===== src/uawd_pkg.sv =====
// shared constants and types of the usb activity watchdog
package uawd_pkg;

  // ----------------------------------------------------------------
  // register map (byte addresses)
  // ----------------------------------------------------------------
  localparam logic [7:0] ADDR_OPTIONS = 8'h00;
  localparam logic [7:0] ADDR_CONFIG_REQ = 8'h04;
  localparam logic [7:0] ADDR_STATUS = 8'h08;
  localparam logic [7:0] ADDR_IRQ_STATUS = 8'h0C;
  localparam logic [7:0] ADDR_IRQ_MASK = 8'h10;
  localparam logic [7:0] ADDR_ACTIVE = 8'h14;
  localparam int ADDR_W = 8;

  // ----------------------------------------------------------------
  // field layout (options, active config, config request, status)
  // ----------------------------------------------------------------
  localparam int BIT_ARMED = 0;
  localparam int BIT_RESET_EN = 1;
  localparam int BIT_LINE_EN = 2;
  localparam int BIT_LINE_LEVEL = 3;
  localparam int SEL_LSB = 8;
  localparam int SEL_W = 5;
  localparam int SEC_LSB = 16;
  localparam int SEC_W = 16;
  localparam int BIT_REQ_ARM = 0;
  localparam int BIT_REQ_DISARM = 1;
  localparam int BIT_STAT_NV_BUSY = 1;

  // interrupt status / mask bits
  localparam int IRQ_W = 3;
  localparam int IRQ_EXPIRY = 0;
  localparam int IRQ_NV_STORED = 1;
  localparam int IRQ_BAD_TIME = 2;

  localparam logic [1:0] RESP_OKAY = 2'h0;
  localparam logic [1:0] RESP_SLVERR = 2'h2;
  localparam logic [15:0] SEC_ZERO = 16'h0000;

  // ----------------------------------------------------------------
  // timing
  // ----------------------------------------------------------------
  localparam longint CLK_HZ = 50000000;
  localparam longint TICK_SECONDS = 1;
  localparam int SECOND_CYCLES_DEF = int'(CLK_HZ * TICK_SECONDS);

  // ----------------------------------------------------------------
  // types
  // ----------------------------------------------------------------
  typedef struct packed {
    logic [SEC_W-1:0] expiry_seconds;
    logic [SEL_W-1:0] expiry_line_select;
    logic expiry_line_level;
    logic line_update_on_expiry;
    logic reset_on_expiry;
    logic armed;
  } uawd_cfg_t;

  localparam uawd_cfg_t CFG_FACTORY = '0;

  typedef enum logic [1:0] {
    ST_LOAD = 2'b01,
    ST_RUN = 2'b10
  } uawd_state_t;

endpackage


===== src/uawd_top.sv =====
// usb activity watchdog with axi4-lite register slave
//
// The AXI4-Lite interface to the registers and the register addresses were decided locally.
`timescale 1ns/1ns
`default_nettype none

// How it works
// RL1: armed with action runs counter; commands restart
// RL2: count reaching period fires enabled actions
// RL3: only host commands restart, never outbound stream
// RL4: expiry resets device, drives line, or both
// RL5: host sets expiry line direction to output
// RL6: arm carries 1-65535 seconds, 16-bit counter
// RL7: config kept in storage, reloaded after reset
// RL8: host avoids rapid arm/disarm storage rewrites
// RL9: options staged, sent with arm or disarm
// RL10: four options: reset, line, select, level
// RL11: disarm stops counter, suppresses actions, stores
// RL12: strap short at power-up restores factory disarmed
// RL13: prescaler makes seconds; arm restarts both
// RL14: line-only expiry restarts count, stays armed
module uawd_top #(
  parameter int SECOND_CYCLES = uawd_pkg::SECOND_CYCLES_DEF
) (
  input wire logic aclk,
  input wire logic aresetn,
  input wire logic [7:0] s_axi_awaddr,
  input wire logic [2:0] s_axi_awprot,
  input wire logic s_axi_awvalid,
  output logic s_axi_awready,
  input wire logic [31:0] s_axi_wdata,
  input wire logic [3:0] s_axi_wstrb,
  input wire logic s_axi_wvalid,
  output logic s_axi_wready,
  output logic [1:0] s_axi_bresp,
  output logic s_axi_bvalid,
  input wire logic s_axi_bready,
  input wire logic [7:0] s_axi_araddr,
  input wire logic [2:0] s_axi_arprot,
  input wire logic s_axi_arvalid,
  output logic s_axi_arready,
  output logic [31:0] s_axi_rdata,
  output logic [1:0] s_axi_rresp,
  output logic s_axi_rvalid,
  input wire logic s_axi_rready,
  input wire logic host_cmd_pulse,
  input wire logic strap_short,
  input wire uawd_pkg::uawd_cfg_t nv_load_data,
  output uawd_pkg::uawd_cfg_t nv_store_data,
  output logic nv_store_valid,
  input wire logic nv_store_ready,
  output logic device_reset_req,
  output logic expiry_line_write,
  output logic [uawd_pkg::SEL_W-1:0] expiry_line_select,
  output logic expiry_line_level,
  output logic irq
);

  // ----------------------------------------------------------------
  // state
  // ----------------------------------------------------------------
  uawd_pkg::uawd_cfg_t options_ff, nxt_options;
  uawd_pkg::uawd_cfg_t cfg_ff, nxt_cfg;
  logic [uawd_pkg::IRQ_W-1:0] irq_stat_ff, nxt_irq_stat;
  logic [uawd_pkg::IRQ_W-1:0] irq_mask_ff, nxt_irq_mask;
  logic bvalid_ff, nxt_bvalid;
  logic [1:0] bresp_ff, nxt_bresp;
  logic rvalid_ff, nxt_rvalid;
  logic [1:0] rresp_ff, nxt_rresp;
  logic [31:0] rdata_ff, nxt_rdata;
  uawd_pkg::uawd_state_t state_ff, nxt_state;
  logic [31:0] presc_ff, nxt_presc;
  logic [uawd_pkg::SEC_W-1:0] sec_ff, nxt_sec;
  logic nv_valid_ff, nxt_nv_valid;
  uawd_pkg::uawd_cfg_t nv_data_ff, nxt_nv_data;
  logic reset_req_ff, nxt_reset_req;
  logic line_wr_ff, nxt_line_wr;
  logic [uawd_pkg::SEL_W-1:0] line_sel_ff, nxt_line_sel;
  logic line_lvl_ff, nxt_line_lvl;

  logic wr_take, rd_take;
  logic [31:0] wmask, wmasked, opt_wr;
  logic arm_req, disarm_req, bad_time;
  logic [uawd_pkg::IRQ_W-1:0] irq_set, irq_clr;
  logic active, tick, expire;

  // ----------------------------------------------------------------
  // axi4-lite slave
  // ----------------------------------------------------------------
  assign wr_take = s_axi_awvalid && s_axi_wvalid && !bvalid_ff;
  assign rd_take = s_axi_arvalid && !rvalid_ff;
  assign s_axi_awready = wr_take;
  assign s_axi_wready = wr_take;
  assign s_axi_arready = rd_take;
  assign s_axi_bvalid = bvalid_ff;
  assign s_axi_bresp = bresp_ff;
  assign s_axi_rvalid = rvalid_ff;
  assign s_axi_rresp = rresp_ff;
  assign s_axi_rdata = rdata_ff;

  generate
    for (genvar b = 0; b < 4; b++) begin : g_strb
      assign wmask[8*b +: 8] = {8{s_axi_wstrb[b]}};
    end
  endgenerate
  assign wmasked = s_axi_wdata & wmask;
  // struct fields to their register bit positions
  function automatic logic [31:0] cfg_word(input uawd_pkg::uawd_cfg_t c);
    cfg_word = '0;
    cfg_word[uawd_pkg::BIT_ARMED] = c.armed;
    cfg_word[uawd_pkg::BIT_RESET_EN] = c.reset_on_expiry;
    cfg_word[uawd_pkg::BIT_LINE_EN] = c.line_update_on_expiry;
    cfg_word[uawd_pkg::BIT_LINE_LEVEL] = c.expiry_line_level;
    cfg_word[uawd_pkg::SEL_LSB +: uawd_pkg::SEL_W] = c.expiry_line_select;
    cfg_word[uawd_pkg::SEC_LSB +: uawd_pkg::SEC_W] = c.expiry_seconds;
  endfunction
  assign opt_wr = (cfg_word(options_ff) & ~wmask) | wmasked;

  // config request decode
  always_comb begin
    arm_req = 1'b0;
    disarm_req = 1'b0;
    bad_time = 1'b0;
    if (wr_take && s_axi_awaddr == uawd_pkg::ADDR_CONFIG_REQ && state_ff == uawd_pkg::ST_RUN) begin
      if (wmasked[uawd_pkg::BIT_REQ_DISARM]) begin
        disarm_req = 1'b1;
      end else if (wmasked[uawd_pkg::BIT_REQ_ARM]) begin
        if (wmasked[uawd_pkg::SEC_LSB +: uawd_pkg::SEC_W] == uawd_pkg::SEC_ZERO) begin
          bad_time = 1'b1; // RL6
        end else begin
          arm_req = 1'b1;
        end
      end
    end
  end

  always_comb begin
    nxt_options = options_ff;
    nxt_irq_mask = irq_mask_ff;
    nxt_bvalid = bvalid_ff && !s_axi_bready;
    nxt_bresp = bresp_ff;
    nxt_rvalid = rvalid_ff && !s_axi_rready;
    nxt_rresp = rresp_ff;
    nxt_rdata = rdata_ff;
    irq_clr = '0;
    if (wr_take) begin
      nxt_bvalid = 1'b1;
      nxt_bresp = uawd_pkg::RESP_OKAY;
      case (s_axi_awaddr)
        uawd_pkg::ADDR_OPTIONS: begin
          // staged until the next arm or disarm request
          nxt_options.reset_on_expiry = opt_wr[uawd_pkg::BIT_RESET_EN]; // RL9 RL10
          nxt_options.line_update_on_expiry = opt_wr[uawd_pkg::BIT_LINE_EN]; // RL10
          nxt_options.expiry_line_level = opt_wr[uawd_pkg::BIT_LINE_LEVEL]; // RL10
          nxt_options.expiry_line_select = opt_wr[uawd_pkg::SEL_LSB +: uawd_pkg::SEL_W]; // RL10
          nxt_options.expiry_seconds = opt_wr[uawd_pkg::SEC_LSB +: uawd_pkg::SEC_W];
        end
        uawd_pkg::ADDR_CONFIG_REQ: begin
        end
        uawd_pkg::ADDR_IRQ_STATUS: begin
          irq_clr = wmasked[uawd_pkg::IRQ_W-1:0];
        end
        uawd_pkg::ADDR_IRQ_MASK: begin
          nxt_irq_mask = (irq_mask_ff & ~wmask[uawd_pkg::IRQ_W-1:0])
            | wmasked[uawd_pkg::IRQ_W-1:0];
        end
        default: begin
          nxt_bresp = uawd_pkg::RESP_SLVERR;
        end
      endcase
    end
    if (rd_take) begin
      nxt_rvalid = 1'b1;
      nxt_rresp = uawd_pkg::RESP_OKAY;
      nxt_rdata = '0;
      case (s_axi_araddr)
        uawd_pkg::ADDR_OPTIONS: nxt_rdata = cfg_word(options_ff);
        uawd_pkg::ADDR_CONFIG_REQ: nxt_rdata = '0;
        uawd_pkg::ADDR_STATUS: begin
          nxt_rdata[uawd_pkg::BIT_ARMED] = cfg_ff.armed;
          nxt_rdata[uawd_pkg::BIT_STAT_NV_BUSY] = nv_valid_ff;
          nxt_rdata[uawd_pkg::SEC_LSB +: uawd_pkg::SEC_W] = sec_ff;
        end
        uawd_pkg::ADDR_IRQ_STATUS: nxt_rdata[uawd_pkg::IRQ_W-1:0] = irq_stat_ff;
        uawd_pkg::ADDR_IRQ_MASK: nxt_rdata[uawd_pkg::IRQ_W-1:0] = irq_mask_ff;
        uawd_pkg::ADDR_ACTIVE: nxt_rdata = cfg_word(cfg_ff);
        default: nxt_rresp = uawd_pkg::RESP_SLVERR;
      endcase
    end
  end

  always_ff @(posedge aclk) begin
    if (!aresetn) begin
      options_ff <= uawd_pkg::CFG_FACTORY;
      irq_mask_ff <= '0;
      bvalid_ff <= 1'b0;
      bresp_ff <= uawd_pkg::RESP_OKAY;
      rvalid_ff <= 1'b0;
      rresp_ff <= uawd_pkg::RESP_OKAY;
      rdata_ff <= '0;
    end else begin
      options_ff <= nxt_options;
      irq_mask_ff <= nxt_irq_mask;
      bvalid_ff <= nxt_bvalid;
      bresp_ff <= nxt_bresp;
      rvalid_ff <= nxt_rvalid;
      rresp_ff <= nxt_rresp;
      rdata_ff <= nxt_rdata;
    end
  end

  // ----------------------------------------------------------------
  // interrupt status
  // ----------------------------------------------------------------
  always_comb begin
    irq_set = '0;
    irq_set[uawd_pkg::IRQ_EXPIRY] = expire;
    irq_set[uawd_pkg::IRQ_NV_STORED] = nv_valid_ff && nv_store_ready;
    irq_set[uawd_pkg::IRQ_BAD_TIME] = bad_time;
    // set wins over a clear in the same cycle
    nxt_irq_stat = (irq_stat_ff & ~irq_clr) | irq_set;
  end

  always_ff @(posedge aclk) begin
    if (!aresetn) begin
      irq_stat_ff <= '0;
    end else begin
      irq_stat_ff <= nxt_irq_stat;
    end
  end

  assign irq = |(irq_stat_ff & irq_mask_ff);

  // ----------------------------------------------------------------
  // watchdog core
  // ----------------------------------------------------------------
  assign active = cfg_ff.armed && (cfg_ff.reset_on_expiry || cfg_ff.line_update_on_expiry);
  assign tick = presc_ff == 32'(SECOND_CYCLES - 1); // RL13
  assign expire = state_ff == uawd_pkg::ST_RUN && active && !host_cmd_pulse && !arm_req
    && !disarm_req && tick && (sec_ff + 16'h0001) == cfg_ff.expiry_seconds; // RL2 RL6

  always_comb begin
    nxt_state = state_ff;
    nxt_cfg = cfg_ff;
    nxt_presc = presc_ff;
    nxt_sec = sec_ff;
    nxt_nv_valid = nv_valid_ff && !nv_store_ready;
    nxt_nv_data = nv_data_ff;
    nxt_reset_req = 1'b0;
    nxt_line_wr = 1'b0;
    nxt_line_sel = line_sel_ff;
    nxt_line_lvl = line_lvl_ff;
    case (state_ff)
      uawd_pkg::ST_LOAD: begin
        nxt_state = uawd_pkg::ST_RUN;
        if (strap_short) begin
          nxt_cfg = uawd_pkg::CFG_FACTORY; // RL12
          nxt_nv_data = uawd_pkg::CFG_FACTORY; // RL12
          nxt_nv_valid = 1'b1;
        end else begin
          nxt_cfg = nv_load_data; // RL7
        end
      end
      uawd_pkg::ST_RUN: begin
        if (disarm_req) begin
          nxt_cfg = options_ff;
          nxt_cfg.armed = 1'b0; // RL11
          nxt_cfg.expiry_seconds = cfg_ff.expiry_seconds;
          nxt_presc = '0; // RL11
          nxt_sec = '0;
          nxt_nv_data = nxt_cfg; // RL7 RL11
          nxt_nv_valid = 1'b1;
        end else if (arm_req) begin
          nxt_cfg = options_ff; // RL9
          nxt_cfg.armed = 1'b1;
          nxt_cfg.expiry_seconds = wmasked[uawd_pkg::SEC_LSB +: uawd_pkg::SEC_W]; // RL6
          nxt_presc = '0; // RL13
          nxt_sec = '0; // RL13
          nxt_nv_data = nxt_cfg; // RL7
          nxt_nv_valid = 1'b1;
        end else if (!active || host_cmd_pulse) begin
          // outbound stream traffic has no path here
          nxt_presc = '0; // RL1 RL3
          nxt_sec = '0; // RL1
        end else if (tick) begin
          nxt_presc = '0;
          if (expire) begin
            nxt_sec = '0; // RL14
            nxt_reset_req = cfg_ff.reset_on_expiry; // RL4
            nxt_line_wr = cfg_ff.line_update_on_expiry; // RL4
            if (cfg_ff.line_update_on_expiry) begin
              nxt_line_sel = cfg_ff.expiry_line_select; // RL4
              nxt_line_lvl = cfg_ff.expiry_line_level; // RL4
            end
          end else begin
            nxt_sec = sec_ff + 16'h0001; // RL6
          end
        end else begin
          nxt_presc = presc_ff + 32'h00000001; // RL13
        end
      end
      default: begin
        nxt_state = uawd_pkg::ST_LOAD;
      end
    endcase
  end

  always_ff @(posedge aclk) begin
    if (!aresetn) begin
      state_ff <= uawd_pkg::ST_LOAD;
      cfg_ff <= uawd_pkg::CFG_FACTORY;
      presc_ff <= '0;
      sec_ff <= '0;
      nv_valid_ff <= 1'b0;
      nv_data_ff <= uawd_pkg::CFG_FACTORY;
      reset_req_ff <= 1'b0;
      line_wr_ff <= 1'b0;
      line_sel_ff <= '0;
      line_lvl_ff <= 1'b0;
    end else begin
      state_ff <= nxt_state;
      cfg_ff <= nxt_cfg;
      presc_ff <= nxt_presc;
      sec_ff <= nxt_sec;
      nv_valid_ff <= nxt_nv_valid;
      nv_data_ff <= nxt_nv_data;
      reset_req_ff <= nxt_reset_req;
      line_wr_ff <= nxt_line_wr;
      line_sel_ff <= nxt_line_sel;
      line_lvl_ff <= nxt_line_lvl;
    end
  end

  assign nv_store_valid = nv_valid_ff;
  assign nv_store_data = nv_data_ff;
  assign device_reset_req = reset_req_ff;
  assign expiry_line_write = line_wr_ff;
  assign expiry_line_select = line_sel_ff;
  assign expiry_line_level = line_lvl_ff;

endmodule
`default_nettype wire


===== config.mk =====
export PLATFORM = sky130hd
export DESIGN_NAME = uawd_top
export DESIGN_NICKNAME = d
export VERILOG_FILES = /design/src/uawd_pkg.sv /design/src/uawd_top.sv
export SDC_FILE = /design/constraint.sdc
export NUM_CORES = 1
export LEC_CHECK = 0
export ABC_CLOCK_PERIOD_IN_PS = 3700
export BUFFER_PORTS_ARGS = -buffer_cell sky130_fd_sc_hd__buf_2
export CAP_MARGIN = 25
export CORE_MARGIN = 5
export CORE_UTILIZATION = 45
export DETAILED_ROUTE_END_ITERATION = 10
export PLACE_DENSITY = 0.67
export SLEW_MARGIN = 5
export SYNTH_ARGS = -nofsm -noshare
export SYNTH_HDL_FRONTEND = slang
export SYNTH_SLANG_ARGS = --single-unit

===== constraint.sdc =====
create_clock -name aclk -period 3.7 [get_ports aclk]
set_clock_uncertainty 0.2 [all_clocks]
set_input_delay 0.74 -clock aclk [delete_from_list [all_inputs] [get_ports aclk]]
set_output_delay 0.74 -clock aclk [all_outputs]
set_load 0.05 [all_outputs]

==> After elaboration in Yosys (flattened, before gate mapping) <==
Cells that the tools add are included.
{ "classes": {"n_addsub": 2, "n_eq_ne": 16, "mux": 41, "bitwise_logic": 18, "reduce_logical": 43} }
{ "op_table": {"columns": ["op", "n"], "rows": [
  ["$mux W32", 4],
  ["$mux W25", 5],
  ["$pmux W25 S2", 2],
  ["$mux W16", 5],
  ["$and A32 B32 Y32", 2],
  ["$pmux W16 S3", 1],
  ["$add A32 B1 Y32 const B", 1],
  ["$eq A32 B26 Y1 const B", 1],
  ["$not A32 Y32", 1],
  ["$or A32 B32 Y32", 1],
  ["$eq A8 B4 Y1 const B", 3],
  ["$eq A8 B5 Y1 const B", 3],
  ["$pmux W10 S2", 1],
  ["$add A16 B1 Y16 const B", 1],
  ["$eq A16 B16 Y1", 1],
  ["$eq A8 B3 Y1 const B", 2],
  ["$logic_and A1 B1 Y1", 16],
  ["$logic_not A16 Y1", 1],
  ["$logic_not A8 Y1", 2],
  ["$mux W1", 15],
  ["$pmux W2 S5", 1],
  ["$and A3 B3 Y3", 3],
  ["$logic_not A1 Y1", 9],
  ["$reduce_and A2 Y1", 4],
  ["other kinds (21)", 35]
]} }
{ "totals": {"reg_bits": 177, "input_bits": 93, "out_inout_bits": 76, "wordCells": 152} }

==> Logic depth before layout (Yosys ltp) <==
Gate-level depths: netlist of run 1.
{ "logic_depth": {"word_depth": 16, "depth_mapped": 12, "depth_no_buf": 9} }

==> Least setup slack after synthesis of run 1 <==
OpenSTA, ideal clock, no wires.
{ "synth_timing": {"kind": "input -> register", "start": "input s_axi_awaddr[0]", "end": "register sec_ff[6] (netlist bit)", "setup_ns": 0.129, "arrival_time_ns": 3.056, "required_ns": 3.371, "path_slack_ns": 0.315, "stages": 9, "path_buffers": 2, "path_cell_list": "or4_1 -> nor4_1 -> nor4b_1 -> clkbuf_1 -> o41ai_1 -> and2_0 -> clkbuf_1 -> a32oi_1 -> o41ai_1"} }
{ "synth_via": {"elab_chain_len": 14, "word_cells_on_any_way": 18, "cone_classes": "eq/ne: 1; mux: 7; reduce/logical: 10"} }
{ "synth_rtl": {"columns": ["item", "line_no", "rtl"], "rows": [
  ["start, declared", "uawd_top.sv:27", "input wire logic [7:0] s_axi_awaddr,"],
  ["$eq A8 B3 Y1 *", "uawd_top.sv:124", "if (wr_take && s_axi_awaddr == uawd_pkg::ADDR_CONFIG_REQ && state_ff == uawd_pkg::ST_RUN) begin"],
  ["$logic_and A1 B1 Y1 * (2 in a row)", "uawd_top.sv:124", null],
  ["$mux W1", "uawd_top.sv:124", null],
  ["$logic_not A1 Y1", "uawd_top.sv:239", "assign expire = state_ff == uawd_pkg::ST_RUN && active && !host_cmd_pulse && !arm_req"],
  ["$logic_and A1 B1 Y1", "uawd_top.sv:239", null],
  ["$logic_and A1 B1 Y1 (3 in a row)", "uawd_top.sv:240", "&& !disarm_req && tick && (sec_ff + 16'h0001) == cfg_ff.expiry_seconds;"],
  ["$mux W16", "uawd_top.sv:287", "if (expire) begin"],
  ["$mux W16", "uawd_top.sv:285", "end else if (tick) begin"],
  ["$mux W16", "uawd_top.sv:281", "end else if (!active || host_cmd_pulse) begin"],
  ["$mux W16", "uawd_top.sv:273", "end else if (arm_req) begin"],
  ["$mux W16", "uawd_top.sv:265", "if (disarm_req) begin"],
  ["end signal, assigned", "uawd_top.sv:324", "sec_ff <= nxt_sec;"],
  ["end, declared", "uawd_top.sv:73", "logic [uawd_pkg::SEC_W-1:0] sec_ff, nxt_sec;"]
]} }
Mark *: on every way between the ends. The rest lies on a longest branch, timed or not. The select of a mux whose other input is x is not followed.
A chain may end at the register's enable or synchronous reset.

==> Worst setup path after layout of run 1 <==
{ "layout_timing": {"start": "register presc_ff[0]", "end": "register sec_ff[5] (netlist bit)"} }
{ "layout_via": {"elab_chain_len": 8, "word_cells_on_any_way": 10, "cone_classes": "eq/ne: 1; mux: 5; reduce/logical: 4"} }
{ "layout_rtl": {"columns": ["item", "line_no", "rtl"], "rows": [
  ["start, declared", "uawd_top.sv:72", "logic [31:0] presc_ff, nxt_presc;"],
  ["start signal, assigned", "uawd_top.sv:323", "presc_ff <= nxt_presc;"],
  ["$eq A32 B26 Y1 *", "uawd_top.sv:238", "assign tick = presc_ff == 32'(SECOND_CYCLES - 1);"],
  ["$logic_and A1 B1 Y1 (2 in a row)", "uawd_top.sv:240", null],
  ["$mux W16", "uawd_top.sv:287", null],
  ["$mux W16", "uawd_top.sv:285", null],
  ["$mux W16", "uawd_top.sv:281", null],
  ["$mux W16", "uawd_top.sv:273", null],
  ["$mux W16", "uawd_top.sv:265", null]
]} }
Marked as above.

==> results.tsv, run 1 <==
stage	metric	value	unit
run_status	status	completed	
synthesis	syn_avg_cell_area	8.30	µm²
clock_tree	cts_tree	built	
synthesis	synth_cells	1011	
clock_tree	clock-sinks	168	
detailed_routing	drc	0	
synthesis	synth_edf_count	0	
die	io_pins	169	
sta	tns	0	ns
clock_tree	cts_buffer_depth	2	
synthesis	synth_ff_type	dfxtp_1	
hold_path	hold_path.class	flop to flop	
synthesis	synth_area_leaders	dfxtp_1, nand2_1, a21oi_1, o211a_1, nor2_1	
layout	layout-drive-gt1-share	0.200	
layout	ff_latch_area	0.00336	mm²
sta	rsz0062_at_grt	false	
worst_setup_path	cp-start-kind	flop	
hold_path	hp-start	expiry_line_select[4]	
synthesis	synth_largest_area_cell	dfxtp_1	
layout	fin_nets	1241	
global_route	grt_util_all_layers	0.230	
pwr	p_leak	4.23	nW
placed_design	place.gp.congestion	0.917	
placed_design	io_buffers	146	
placed_design	post-dp-hpwl	18400	µm
global_route	overflow	0	
clock_tree	insertion_delay	0.44	ns
flow_run	maxCapViolCount	0	
die	die_h	147	µm
layout	final_cell_mix	dfxtp_1, buf_2, nand2_1	
synthesis	synth_area	0.00839	mm²
global_route	grt_pass1_wl	40100	µm
pwr	total_power	4.84	mW
worst_setup_path	crit_chain	ha_1 -> nand3_1 -> nor4b_4 -> or4b_1 -> or4b_1 -> or4_1 -> buf_4 -> a32oi_1 -> o31ai_1	
layout	multi_input_area	0.00465	mm²
sta	relSlewSlack	0.349	
sta	period_share	0.934	
sta	report.final.slew_viol_count	0	
detailed_routing	drtAntennaViolNets	0	
sta	fmax	289	MHz
sta	setup_viol	0	
die	core_area	0.0185	mm²
layout	layout_commonest_cell	dfxtp_1	
placed_design	place_inst	1356	
die	num_rows	50	
worst_setup_path	crit_fanout	12	
detailed_routing	drt_iter0_markers	649	
sta	fin_ws	0.245	ns
sta	tightest_slew	0.975	ns
worst_setup_path	cp_slowest_stage_delay	0.57	ns
worst_setup_path	ff2ff_setup_slack	0.24	ns
detailed_routing	via_per_inst	5.82	
hold_path	holdPathEnd	expiry_line_select[4]	
synthesis	yosysWarnings	0	
worst_setup_path	slowest_stage	or4b_1	
global_route	grt_max_degree	94	
worst_setup_path	cp.arrival	3.57	ns
worst_setup_path	crit_required	3.81	ns
layout	instances_no_fill	1392	
clock_tree	cts-root-buf	clkbuf_16	
worst_setup_path	worst_path_most_repeated_cell	or4b_1	
pwr	p_per_area	482	mW/mm²
synthesis	synth_cell_type_count	67	
detailed_routing	first_pass_iters	7	
hold_path	whs_path_depth	2	
worst_setup_path	worstSetupPathType	flop to flop	
worst_setup_path	crit_family	simple AND/OR/NAND/NOR gates	
pwr	ir_drop	0.000339	V
detailed_routing	wl_per_cell	18.1	µm
sta	finalHoldViolations	0	
clock_tree	clk_pin_slew	0.07	ns
clock_tree	ctsHoldBuffers	0	
die	initial_core_util	0.453	
global_route	antenna_found_initial	1	
detailed_routing	wirelength	25100	µm
global_route	first_global_vias	7506	
sta	fin_crit	3.46	ns
layout	n_fill_cell	1740	
worst_setup_path	crit_path_end_kind	flop	
detailed_routing	via_count	8106	
die	design.die.area	0.0215	mm²
worst_setup_path	cp_num_buf_inv	1	
placed_design	place_ws	0.151	ns
worst_setup_path	reg2reg_to	sec_ff[5]	
worst_setup_path	reg2reg_from	presc_ff[0]	
die	die_w	147	µm
synthesis	ys_seq_area_frac	0.401	
synthesis	synth_seq_cells	168	
synthesis	ys_async_sr_fraction	0	
synthesis	synth_top_area_share	0.401	
clock_tree	cts_inserted_buffers	17	
clock_tree	htreeDepth	4	
layout	area_growth	19.6	%
worst_setup_path	rr_worst_depth	9	
power by group:
| group | leakage, nW | switching [mW] | total (mW) | internal [mW] |
|---|---|---|---|---|
| logic | 2.59 | 0.669 | 1.00 | 0.333 |
| registers | 1.36 | 0.124 | 2.06 | 1.94 |
| clock network | 0.270 | 0.774 | 1.78 | 1.00 |
| total | 4.23 | 1.57 | 4.84 | 3.27 |
per-layer routing:
layer | share of wire | up-vias | track usage
met1 | 0.46 | 3855 | 0.326
met5 | 0 | - | 0
li1 | - | 3884 | -
met4 | 0.017 | 0 | 0.0616
met3 | 0.083 | 35 | 0.0627
met2 | 0.44 | 332 | 0.345
worst register-to-register path, delay by kind of cell, from the launching register on:
| kind | cells | cell delay [ns] |
|---|---|---|
| AND/OR/NAND/NOR | 5 | 2.02 |
| buffers and inverters | 1 | 0.23 |
| flip-flops | 1 | 0.37 |
| AO/OA/AOI/OAI | 2 | 0.31 |
| adder cells (fa/ha/maj) | 1 | 0.21 |
logic make-up (layout without fill, tap and decap cells):
kind of cell	Yosys count	count (layout)	share of synthesized area
xor gates and xnor gates	52	52	0.0560
buffers and inverters	105	243	0.0544
DFF	168	168	0.401
adders and majority gates	4	4	0.00596
AOI/OAI and AO/OA	252	252	0.212
muxes	20	20	0.0243
and+or+nand+nor	409	409	0.246
other	1	10	0.000447
synth_stat cells, types with 12 or more instances:
cell and instances:
dfxtp_1 168, nand2_1 135, nor2_1 72, a21oi_1 62, clkbuf_1 53, o21ai_0 46
and2_1 37, nand3_1 31, a21boi_0 28, o211a_1 28, xnor2_1 28, inv_1 25
xor2_1 23, nand4_1 20, a222oi_1 17, mux2i_1 17, nor2b_1 17, and3_1 16
nor4_1 16, nor3_1 15, a22oi_1 12, nand2b_1 12
through the flow:
step           hold WS, ns  instance area [µm²]  utilization
6_report             0.264                10000        0.542
3_5_place_dp         0.254                 9430        0.509
4_1_cts              0.266                10000        0.540
2_1_floorplan        0.241                 8420            -
3_3_place_gp         0.251                 9430        0.509
5_1_grt              0.287                10000        0.542
worst max path at each step:
stage	cells past startpoint	startpoint	end	slack [ns]
final	9	presc_ff[0]	sec_ff[5]	0.24
after detailed placement	10	sec_ff[1]	sec_ff[5]	0.15
after CTS	10	sec_ff[1]	sec_ff[5]	0.16
after floorplan	9	s_axi_awaddr[0]	sec_ff[6]	0.31
after global routing	9	presc_ff[0]	sec_ff[8]	0.03
after global placement	7	s_axi_awaddr[0]	sec_ff[11]	0.15
layout make-up:
class                   instances  area share
diodes                          1    0.000249
clock buffers                  20      0.0435
clock inverters                12      0.0141
inverters                      25     0.00935
multi-input cells             746       0.463
flip-flops and latches        168       0.335
well taps                     234      0.0292
repair buffers                186       0.105
repair_timing:
item / 4_1_cts / 5_1_grt
resized for setup: 0 / 2
setup endpoints to repair: 0 / 13
setup buffers: 0 / 2
Power figures use the tool's default switching activity.
==> run 2: changes to the inputs <==
- ABC_AREA: default -> 1
- GPL_TIMING_DRIVEN: default -> 0
==> run 2 against run 1 <==
- final area up 5.9%
- sequential share of layout area is 1.9 points lower
- synthesized cell count up 30%
- fmax is 5.4% higher
- first-iteration DRC count up 22%
- cell count up 27%
- count of clock-buffer cells in the layout shrank 3
- global-route usage up 3.5 points
- combinational power grew 18%
- critical path depth is 4 lower
- largest power group unchanged
==> results.tsv, run 2 <==
stage	metric	value	unit	change
global_route	antenna_found_initial	0		was 1
worst_setup_path	worst_path_most_repeated_cell	buf_2		was or4b_1
detailed_routing	drtAntennaViolNets	0		unchanged
placed_design	post-dp-hpwl	23600	µm	was 18,400 µm
sta	report.final.slew_viol_count	0		unchanged
synthesis	syn_avg_cell_area	6.82	µm²	was 8.30 µm²
detailed_routing	via_count	9492		was 8,106
worst_setup_path	crit_fanout	10		was 12
placed_design	place_ws	0.492	ns	was 0.151 ns
layout	final_core_util	0.544		was 0.542
clock_tree	cts_inserted_buffers	17		unchanged
clock_tree	cts_setup_buffers	0		unchanged
clock_tree	cts-root-buf	clkbuf_16		unchanged
sta	setup_viol	0		unchanged
flow_run	maxCapViolCount	0		unchanged
clock_tree	clock-sinks	168		unchanged
layout	layout-drive-gt1-share	0.180		was 0.200
worst_setup_path	reg2reg_to	nv_store_data[15]		was sec_ff[5]
detailed_routing	drc	0		unchanged
placed_design	io_buffers	143		was 146
worst_setup_path	worstSetupPathType	primary input to primary output		was flop to flop
clock_tree	cts_buffer_depth	2		unchanged
synthesis	synth_seq_cells	168		unchanged
global_route	overflow	0		unchanged
die	num_rows	51		was 50
run_status	status	completed		unchanged
worst_setup_path	ff2ff_setup_slack	0.83	ns	was 0.24 ns
detailed_routing	wl_per_cell	17.2	µm	was 18.1 µm
global_route	grt_pass1_wl	47100	µm	was 40,100 µm
layout	layout_commonest_cell	nand2_1		was dfxtp_1
global_route	grt_util_all_layers	0.265		was 0.230
hold_path	hold_path.class	flop to flop		unchanged
die	core_area	0.0195	mm²	was 0.0185 mm²
synthesis	ys_seq_area_frac	0.376		was 0.401
global_route	grt_max_degree	20		was 94
synthesis	synth_largest_area_cell	dfxtp_1		unchanged
synthesis	ys_async_sr_fraction	0		unchanged
layout	final_cell_mix	nand2_1, dfxtp_1, buf_2		was dfxtp_1, buf_2, nand2_1
sta	tightest_slew	0.870	ns	was 0.975 ns
pwr	p_per_area	475	mW/mm²	was 482 mW/mm²
synthesis	synth_area_leaders	dfxtp_1, nand2_1, o21ai_0, inv_1, nor2_1		was dfxtp_1, nand2_1, a21oi_1, o211a_1, nor2_1
synthesis	synth_cells	1313		was 1,011
detailed_routing	wirelength	30200	µm	was 25,100 µm
worst_setup_path	crit_chain	buf_2 -> inv_1 -> nor2_1 -> clkbuf_1 -> buf_2		was ha_1 -> nand3_1 -> nor4b_4 -> or4b_1 -> or4b_1 -> or4_1 -> buf_4 -> a32oi_1 -> o31ai_1
layout	fin_nets	1580		was 1,241
worst_setup_path	cp_slowest_stage_delay	0.59	ns	was 0.57 ns
synthesis	synth_cell_type_count	50		was 67
clock_tree	htreeDepth	4		unchanged
synthesis	synth_most_common_cell	nand2_1		was dfxtp_1
layout	n_fill_cell	1981		was 1,740
detailed_routing	first_pass_iters	7		unchanged
pwr	total_power	5.05	mW	was 4.84 mW
synthesis	synth_edf_count	0		unchanged
detailed_routing	via_per_inst	5.39		was 5.82
clock_tree	ctsHoldBuffers	0		unchanged
placed_design	place.gp.congestion	0.918		was 0.917
worst_setup_path	reg2reg_from	state_ff[0]		was presc_ff[0]
sta	fin_ws	0.423	ns	was 0.245 ns
clock_tree	clk_pin_slew	0.07	ns	about the same
sta	period_share	0.886		was 0.934
worst_setup_path	cp-start-kind	primary input		was flop
synthesis	yosysWarnings	0		unchanged
global_route	first_global_vias	8763		was 7,506
die	initial_core_util	0.458		was 0.453
synthesis	yosys-top-cells-count	nand2_1, dfxtp_1, inv_1		was dfxtp_1, nand2_1, nor2_1
hold_path	whs_path_depth	2		unchanged
layout	antenna_cells	0		was 1
synthesis	synth_area	0.00895	mm²	was 0.00839 mm²
sta	rsz0062_at_grt	false		unchanged
pwr	p_leak	4.43	nW	was 4.23 nW
worst_setup_path	cp.arrival	2.34	ns	was 3.57 ns
clock_tree	insertion_delay	0.44	ns	about the same
pwr	ir_drop	0.000339	V	about the same
sta	finalHoldViolations	0		unchanged
layout	area_growth	18.7	%	was 19.6%
sta	fmax	305	MHz	was 289 MHz
worst_setup_path	rr_worst_depth	13		was 9
clock_tree	post_cts_resize_count	0		unchanged
die	die_w	151	µm	was 147 µm
worst_setup_path	crit_required	2.76	ns	was 3.81 ns
sta	fin_crit	3.28	ns	was 3.46 ns
synthesis	synth_ff_type	dfxtp_1		unchanged
synthesis	synth_top_area_share	0.376		was 0.401
die	design.die.area	0.0228	mm²	was 0.0215 mm²
placed_design	place_inst	1729		was 1,356
detailed_routing	drt_iter0_markers	795		was 649
die	die_h	151	µm	was 147 µm
die	io_pins	169		unchanged
sta	relSlewSlack	0.420		was 0.349
sta	tns	0	ns	unchanged
layout	instances_no_fill	1761		was 1,392
clock_tree	cts_tree	built		unchanged
worst_setup_path	slowest_stage	clkbuf_1		was or4b_1
worst_setup_path	crit_path_end_kind	primary output		was flop
run 2: cell count changes in the layout (fill, tap and decap cells not counted), moves of 46 or more:
cell | before | now
nand2_1 | 135 | 260
inv_1 | 25 | 148
o21ai_0 | 46 | 120
nor2_1 | 71 | 145
a21oi_1 | 61 | 107
nand3_1 | 31 | 82
run 2: where the power goes:
part / switching (mW) / internal [mW] / total (mW)
clock: 0.908 / 0.916 / 1.82
sequential: 0.0994 / 1.94 / 2.04
combinational: 0.870 / 0.311 / 1.18
total: 1.88 / 3.17 / 5.05
run 2: logic make-up (layout without fill, tap and decap cells):
family,after synthesis,after routing,share of synthesized area
compound gates,294,294,0.178
xor+xnor,17,17,0.0182
fa+ha+maj,4,4,0.00559
buf+inv,223,398,0.106
flops,168,168,0.376
other cells,1,9,0.000419
simple gates,606,606,0.317
run 2: area by class of cell:
cell class | count | area, µm² | area share
Timing Repair Buffer | 143 | 716 | 0.0673
Buffer | 64 | 349 | 0.0328
Inverter | 159 | 597 | 0.0561
Multi-Input combinational cell | 930 | 4670 | 0.440
Clock inverter | 15 | 175 | 0.0165
Tap cell | 265 | 332 | 0.0312
Clock buffer | 17 | 425 | 0.0400
Sequential cell | 168 | 3360 | 0.316
run 2: metal layers:
metal,wire length [µm],GRT usage,up-vias,share of wire
met5,0,0,-,0
met4,861,0.0875,0,0.028
met1,13400,0.371,4396,0.44
met3,2490,0.0569,51,0.082
li1,-,-,4670,-
met2,13500,0.408,375,0.45
run 2: worst max path at each step:
stage | endpoint | start | slack (ns)
floorplan | nv_store_data[20] | s_axi_awvalid | 1.08
global placement | s_axi_arready | s_axi_arvalid | 0.49
detailed placement | s_axi_arready | s_axi_arvalid | 0.49
CTS | s_axi_arready | s_axi_arvalid | 0.48
global route | s_axi_arready | s_axi_arvalid | 0.38
finish | s_axi_arready | s_axi_arvalid | 0.42
run 2: critical path, delay by kind of cell:
kind	cells	cell delay, ns
and+or+nand+nor	1	0.52
buffers and inverters	4	1.07
run 2: stage by stage:
step	hold slack [ns]	instance area [µm²]
5_1_grt	0.277	10600
6_report	0.258	10600
2_1_floorplan	0.230	8980
3_3_place_gp	0.241	10000
4_1_cts	0.258	10600
3_5_place_dp	0.248	10000
==> run 3: changes to the inputs <==
- ABC_CLOCK_PERIOD_IN_PS: 3700 -> 3400
- CELL_PAD_IN_SITES_DETAIL_PLACEMENT: default -> 2
- CELL_PAD_IN_SITES_GLOBAL_PLACEMENT: default -> 2
- CORE_UTILIZATION: 45 -> 30
- PLACE_DENSITY: 0.67 -> default
- PLACE_DENSITY_LB_ADDON: default -> 0.1
- REMOVE_ABC_BUFFERS: default -> 1
- clock period: 3.7 -> 3.4 ns (I/O delays scaled with it)
==> run 3 against run 2 <==
- cell count grew 4.1%
- core utilization shrank 18 points
- sequential power grew 8%
- critical endpoint is now nv_store_data[11]
==> results.tsv, run 3 (same netlist as run 2, synthesis figures left out) <==
stage	metric	value	unit	change
layout	layout_commonest_cell	nand2_1		unchanged
pwr	switching_power	2.03	mW	was 1.88 mW
pwr	pwr-share-seq	0.400		was 0.405
global_route	overflow	0		unchanged
sta	tns	0	ns	unchanged
worst_setup_path	cp_slowest_stage_delay	0.35	ns	was 0.59 ns
worst_setup_path	cp.arrival	3.19	ns	was 2.34 ns
worst_setup_path	worst_path_most_repeated_cell	inv_2		was buf_2
pwr	total_power	5.54	mW	was 5.05 mW
placed_design	post-dp-hpwl	27300	µm	was 23,600 µm
clock_tree	clk_pin_slew	0.08	ns	was 0.07 ns
clock_tree	cts-root-buf	clkbuf_16		unchanged
layout	final_cell_mix	nand2_1, dfxtp_1, inv_1		was nand2_1, dfxtp_1, buf_2
global_route	antenna_found_initial	7		was 0
flow_run	maxCapViolCount	0		unchanged
global_route	grt_pass1_wl	57600	µm	was 47,100 µm
sta	tightest_slew	1.01	ns	was 0.870 ns
detailed_routing	wl_per_cell	20.1	µm	was 17.2 µm
worst_setup_path	crit_fanout	28		was 10
sta	rsz0062_at_grt	false		unchanged
global_route	grt_max_degree	75		was 20
worst_setup_path	slowest_stage	ha_4		was clkbuf_1
pwr	p_leak	4.33	nW	was 4.43 nW
detailed_routing	wl_met1	17500	µm	was 13,400 µm
detailed_routing	via_per_inst	5.14		was 5.39
clock_tree	cts_tree	built		unchanged
placed_design	place.gp.congestion	0.803		was 0.918
die	design.die.area	0.0334	mm²	was 0.0228 mm²
detailed_routing	drtAntennaViolNets	0		unchanged
clock_tree	clock-sinks	168		unchanged
placed_design	io_buffers	146		was 143
sta	fin_crit	3.06	ns	
sta	relSlewSlack	0.324		was 0.420
detailed_routing	drt_iter0_markers	376		was 795
die	die_w	183	µm	was 151 µm
pwr	power.share.switching	0.367		was 0.372
layout	fin_area	0.0107	mm²	was 0.0106 mm²
detailed_routing	wirelength	36900	µm	was 30,200 µm
layout	final_core_util	0.361		was 0.544
placed_design	dpl_cell_area	0.0100	mm²	about the same
run_status	status	completed		unchanged
die	num_rows	63		was 51
sta	fmax	327	MHz	
clock_tree	htreeDepth	4		unchanged
worst_setup_path	worstSetupPathType	flop to flop		was primary input to primary output
clock_tree	cts_inserted_buffers	17		unchanged
die	die_h	183	µm	was 151 µm
detailed_routing	dr_wl_met3	1700	µm	was 2490 µm
pwr	p_int	3.51	mW	was 3.17 mW
sta	setup_viol	0		unchanged
worst_setup_path	crit_chain	inv_1 -> ha_4 -> inv_2 -> nor2_2 -> nand3_4 -> nand2_1 -> inv_2 -> nand2_8 -> nand2_4 -> o21ai_0 -> nor2_1		was buf_2 -> inv_1 -> nor2_1 -> clkbuf_1 -> buf_2
detailed_routing	topRoutingLayerUsed	met5		was met4
worst_setup_path	cp_num_buf_inv	3		was 4
layout	n_fill_cell	3618		was 1,981
die	initial_core_util	0.303		was 0.458
die	core_area	0.0296	mm²	was 0.0195 mm²
layout	layout-drive-gt1-share	0.177		was 0.180
worst_setup_path	cp-start-kind	flop		was primary input
sta	period_share	0.899		
pwr	p_clk_frac	0.361		about the same
worst_setup_path	crit_family	simple AND/OR/NAND/NOR gates		was buffers and inverters
pwr	ir_drop	0.000342	V	was 0.000339 V
sta	finalHoldViolations	0		unchanged
worst_setup_path	crit_required	3.54	ns	was 2.76 ns
global_route	first_global_vias	10200		was 8,763
detailed_routing	dr_wl_met2	17000	µm	was 13,500 µm
hold_path	hold_path.class	flop to flop		unchanged
sta	report.final.slew_viol_count	0		unchanged
detailed_routing	drc	0		unchanged
global_route	grt_util_all_layers	0.220		was 0.265
detailed_routing	first_pass_iters	4		was 7
worst_setup_path	crit_path_end_kind	flop		was primary output
detailed_routing	via_count	9420		was 9,492
layout	fin_nets	1527		was 1,580
clock_tree	ctsHoldBuffers	0		unchanged
die	io_pins	169		unchanged
pwr	p_per_area	519	mW/mm²	was 475 mW/mm²
pwr	p_comb_frac	0.240		was 0.234
clock_tree	cts_buffer_depth	2		unchanged
layout	area_growth	19.2	%	was 18.7%
clock_tree	insertion_delay	0.45	ns	was 0.44 ns
run 3: changes by cell type in the layout (fill, tap and decap cells not counted), moves of 3 or more:
cell | before | now
buf_2 | 153 | 145
buf_6 | 7 | 2
buf_16 | 0 | 4
clkinvlp_4 | 0 | 4
inv_6 | 5 | 2
clkinv_4 | 0 | 4
buf_4 | 11 | 1
clkbuf_1 | 33 | 0
clkinv_8 | 5 | 0
run 3: path summary, 6_finish.rpt:
check                                  from  depth (start not counted)                 to  slack (ns)
worst max-delay path            state_ff[0]                         11  nv_store_data[11]        0.34
worst min register to register         flop                          2               flop        0.26
worst min-delay path                   flop                          2               flop        0.26
worst max register to register  state_ff[0]                         11  nv_store_data[11]        0.34
run 3: worst reg2reg max path: stages (launching register included):
cell and delay [ns]:
dfxtp_1 0.33, inv_1 0.10, ha_4 0.35, inv_2 0.20
nor2_2 0.23, nand3_4 0.30, nand2_1 0.22, inv_2 0.21
nand2_8 0.26, nand2_4 0.22, o21ai_0 0.25, nor2_1 0.06
run 3: per-layer routing:
layer	vias up	track usage
li1	4554	-
met1	4652	0.294
met2	158	0.359
met3	44	0.0547
met4	12	0.0549
met5	-	0
run 3: power groups by stage:
stage | clock network [mW] | logic [mW] | registers (mW)
2_1_floorplan | 0 | 0.577 | 2.48
3_3_place_gp | 0 | 1.24 | 2.25
3_5_place_dp | 0 | 1.31 | 2.25
4_1_cts | 2.07 | 1.33 | 2.21
5_1_grt | 2.14 | 1.44 | 2.23
6_report | 2.00 | 1.33 | 2.21
run 3: what timing repair did:
item / CTS / global route
setup buffers: 1 / 0
endpoints found under the hold margin: 0 / 0
resized for setup: 3 / 2
setup endpoints to repair: 63 / 22
run 3: layout make-up:
type                            instances  area (µm²)  area share
Antenna cell                            1        2.50    0.000235
Clock buffer                           18         439      0.0412
Clock inverter                         14         140      0.0131
Inverter                              159         598      0.0561
Multi-Input combinational cell        930        4730       0.443
Sequential cell                       168        3360       0.315
Tap cell                              390         488      0.0457
Timing Repair Buffer                  154         906      0.0849
run 3: stage by stage:
step | setup WS, ns | instances | hold slack [ns]
after global placement | -2.79 | 1793 | 0.240
after global routing | 0.0970 | 1834 | 0.278
after detailed placement | -0.854 | 1800 | 0.247
final | 0.345 | 1834 | 0.257
after floorplan | -0.402 | 1257 | 0.229
after CTS | 0.0247 | 1833 | 0.238
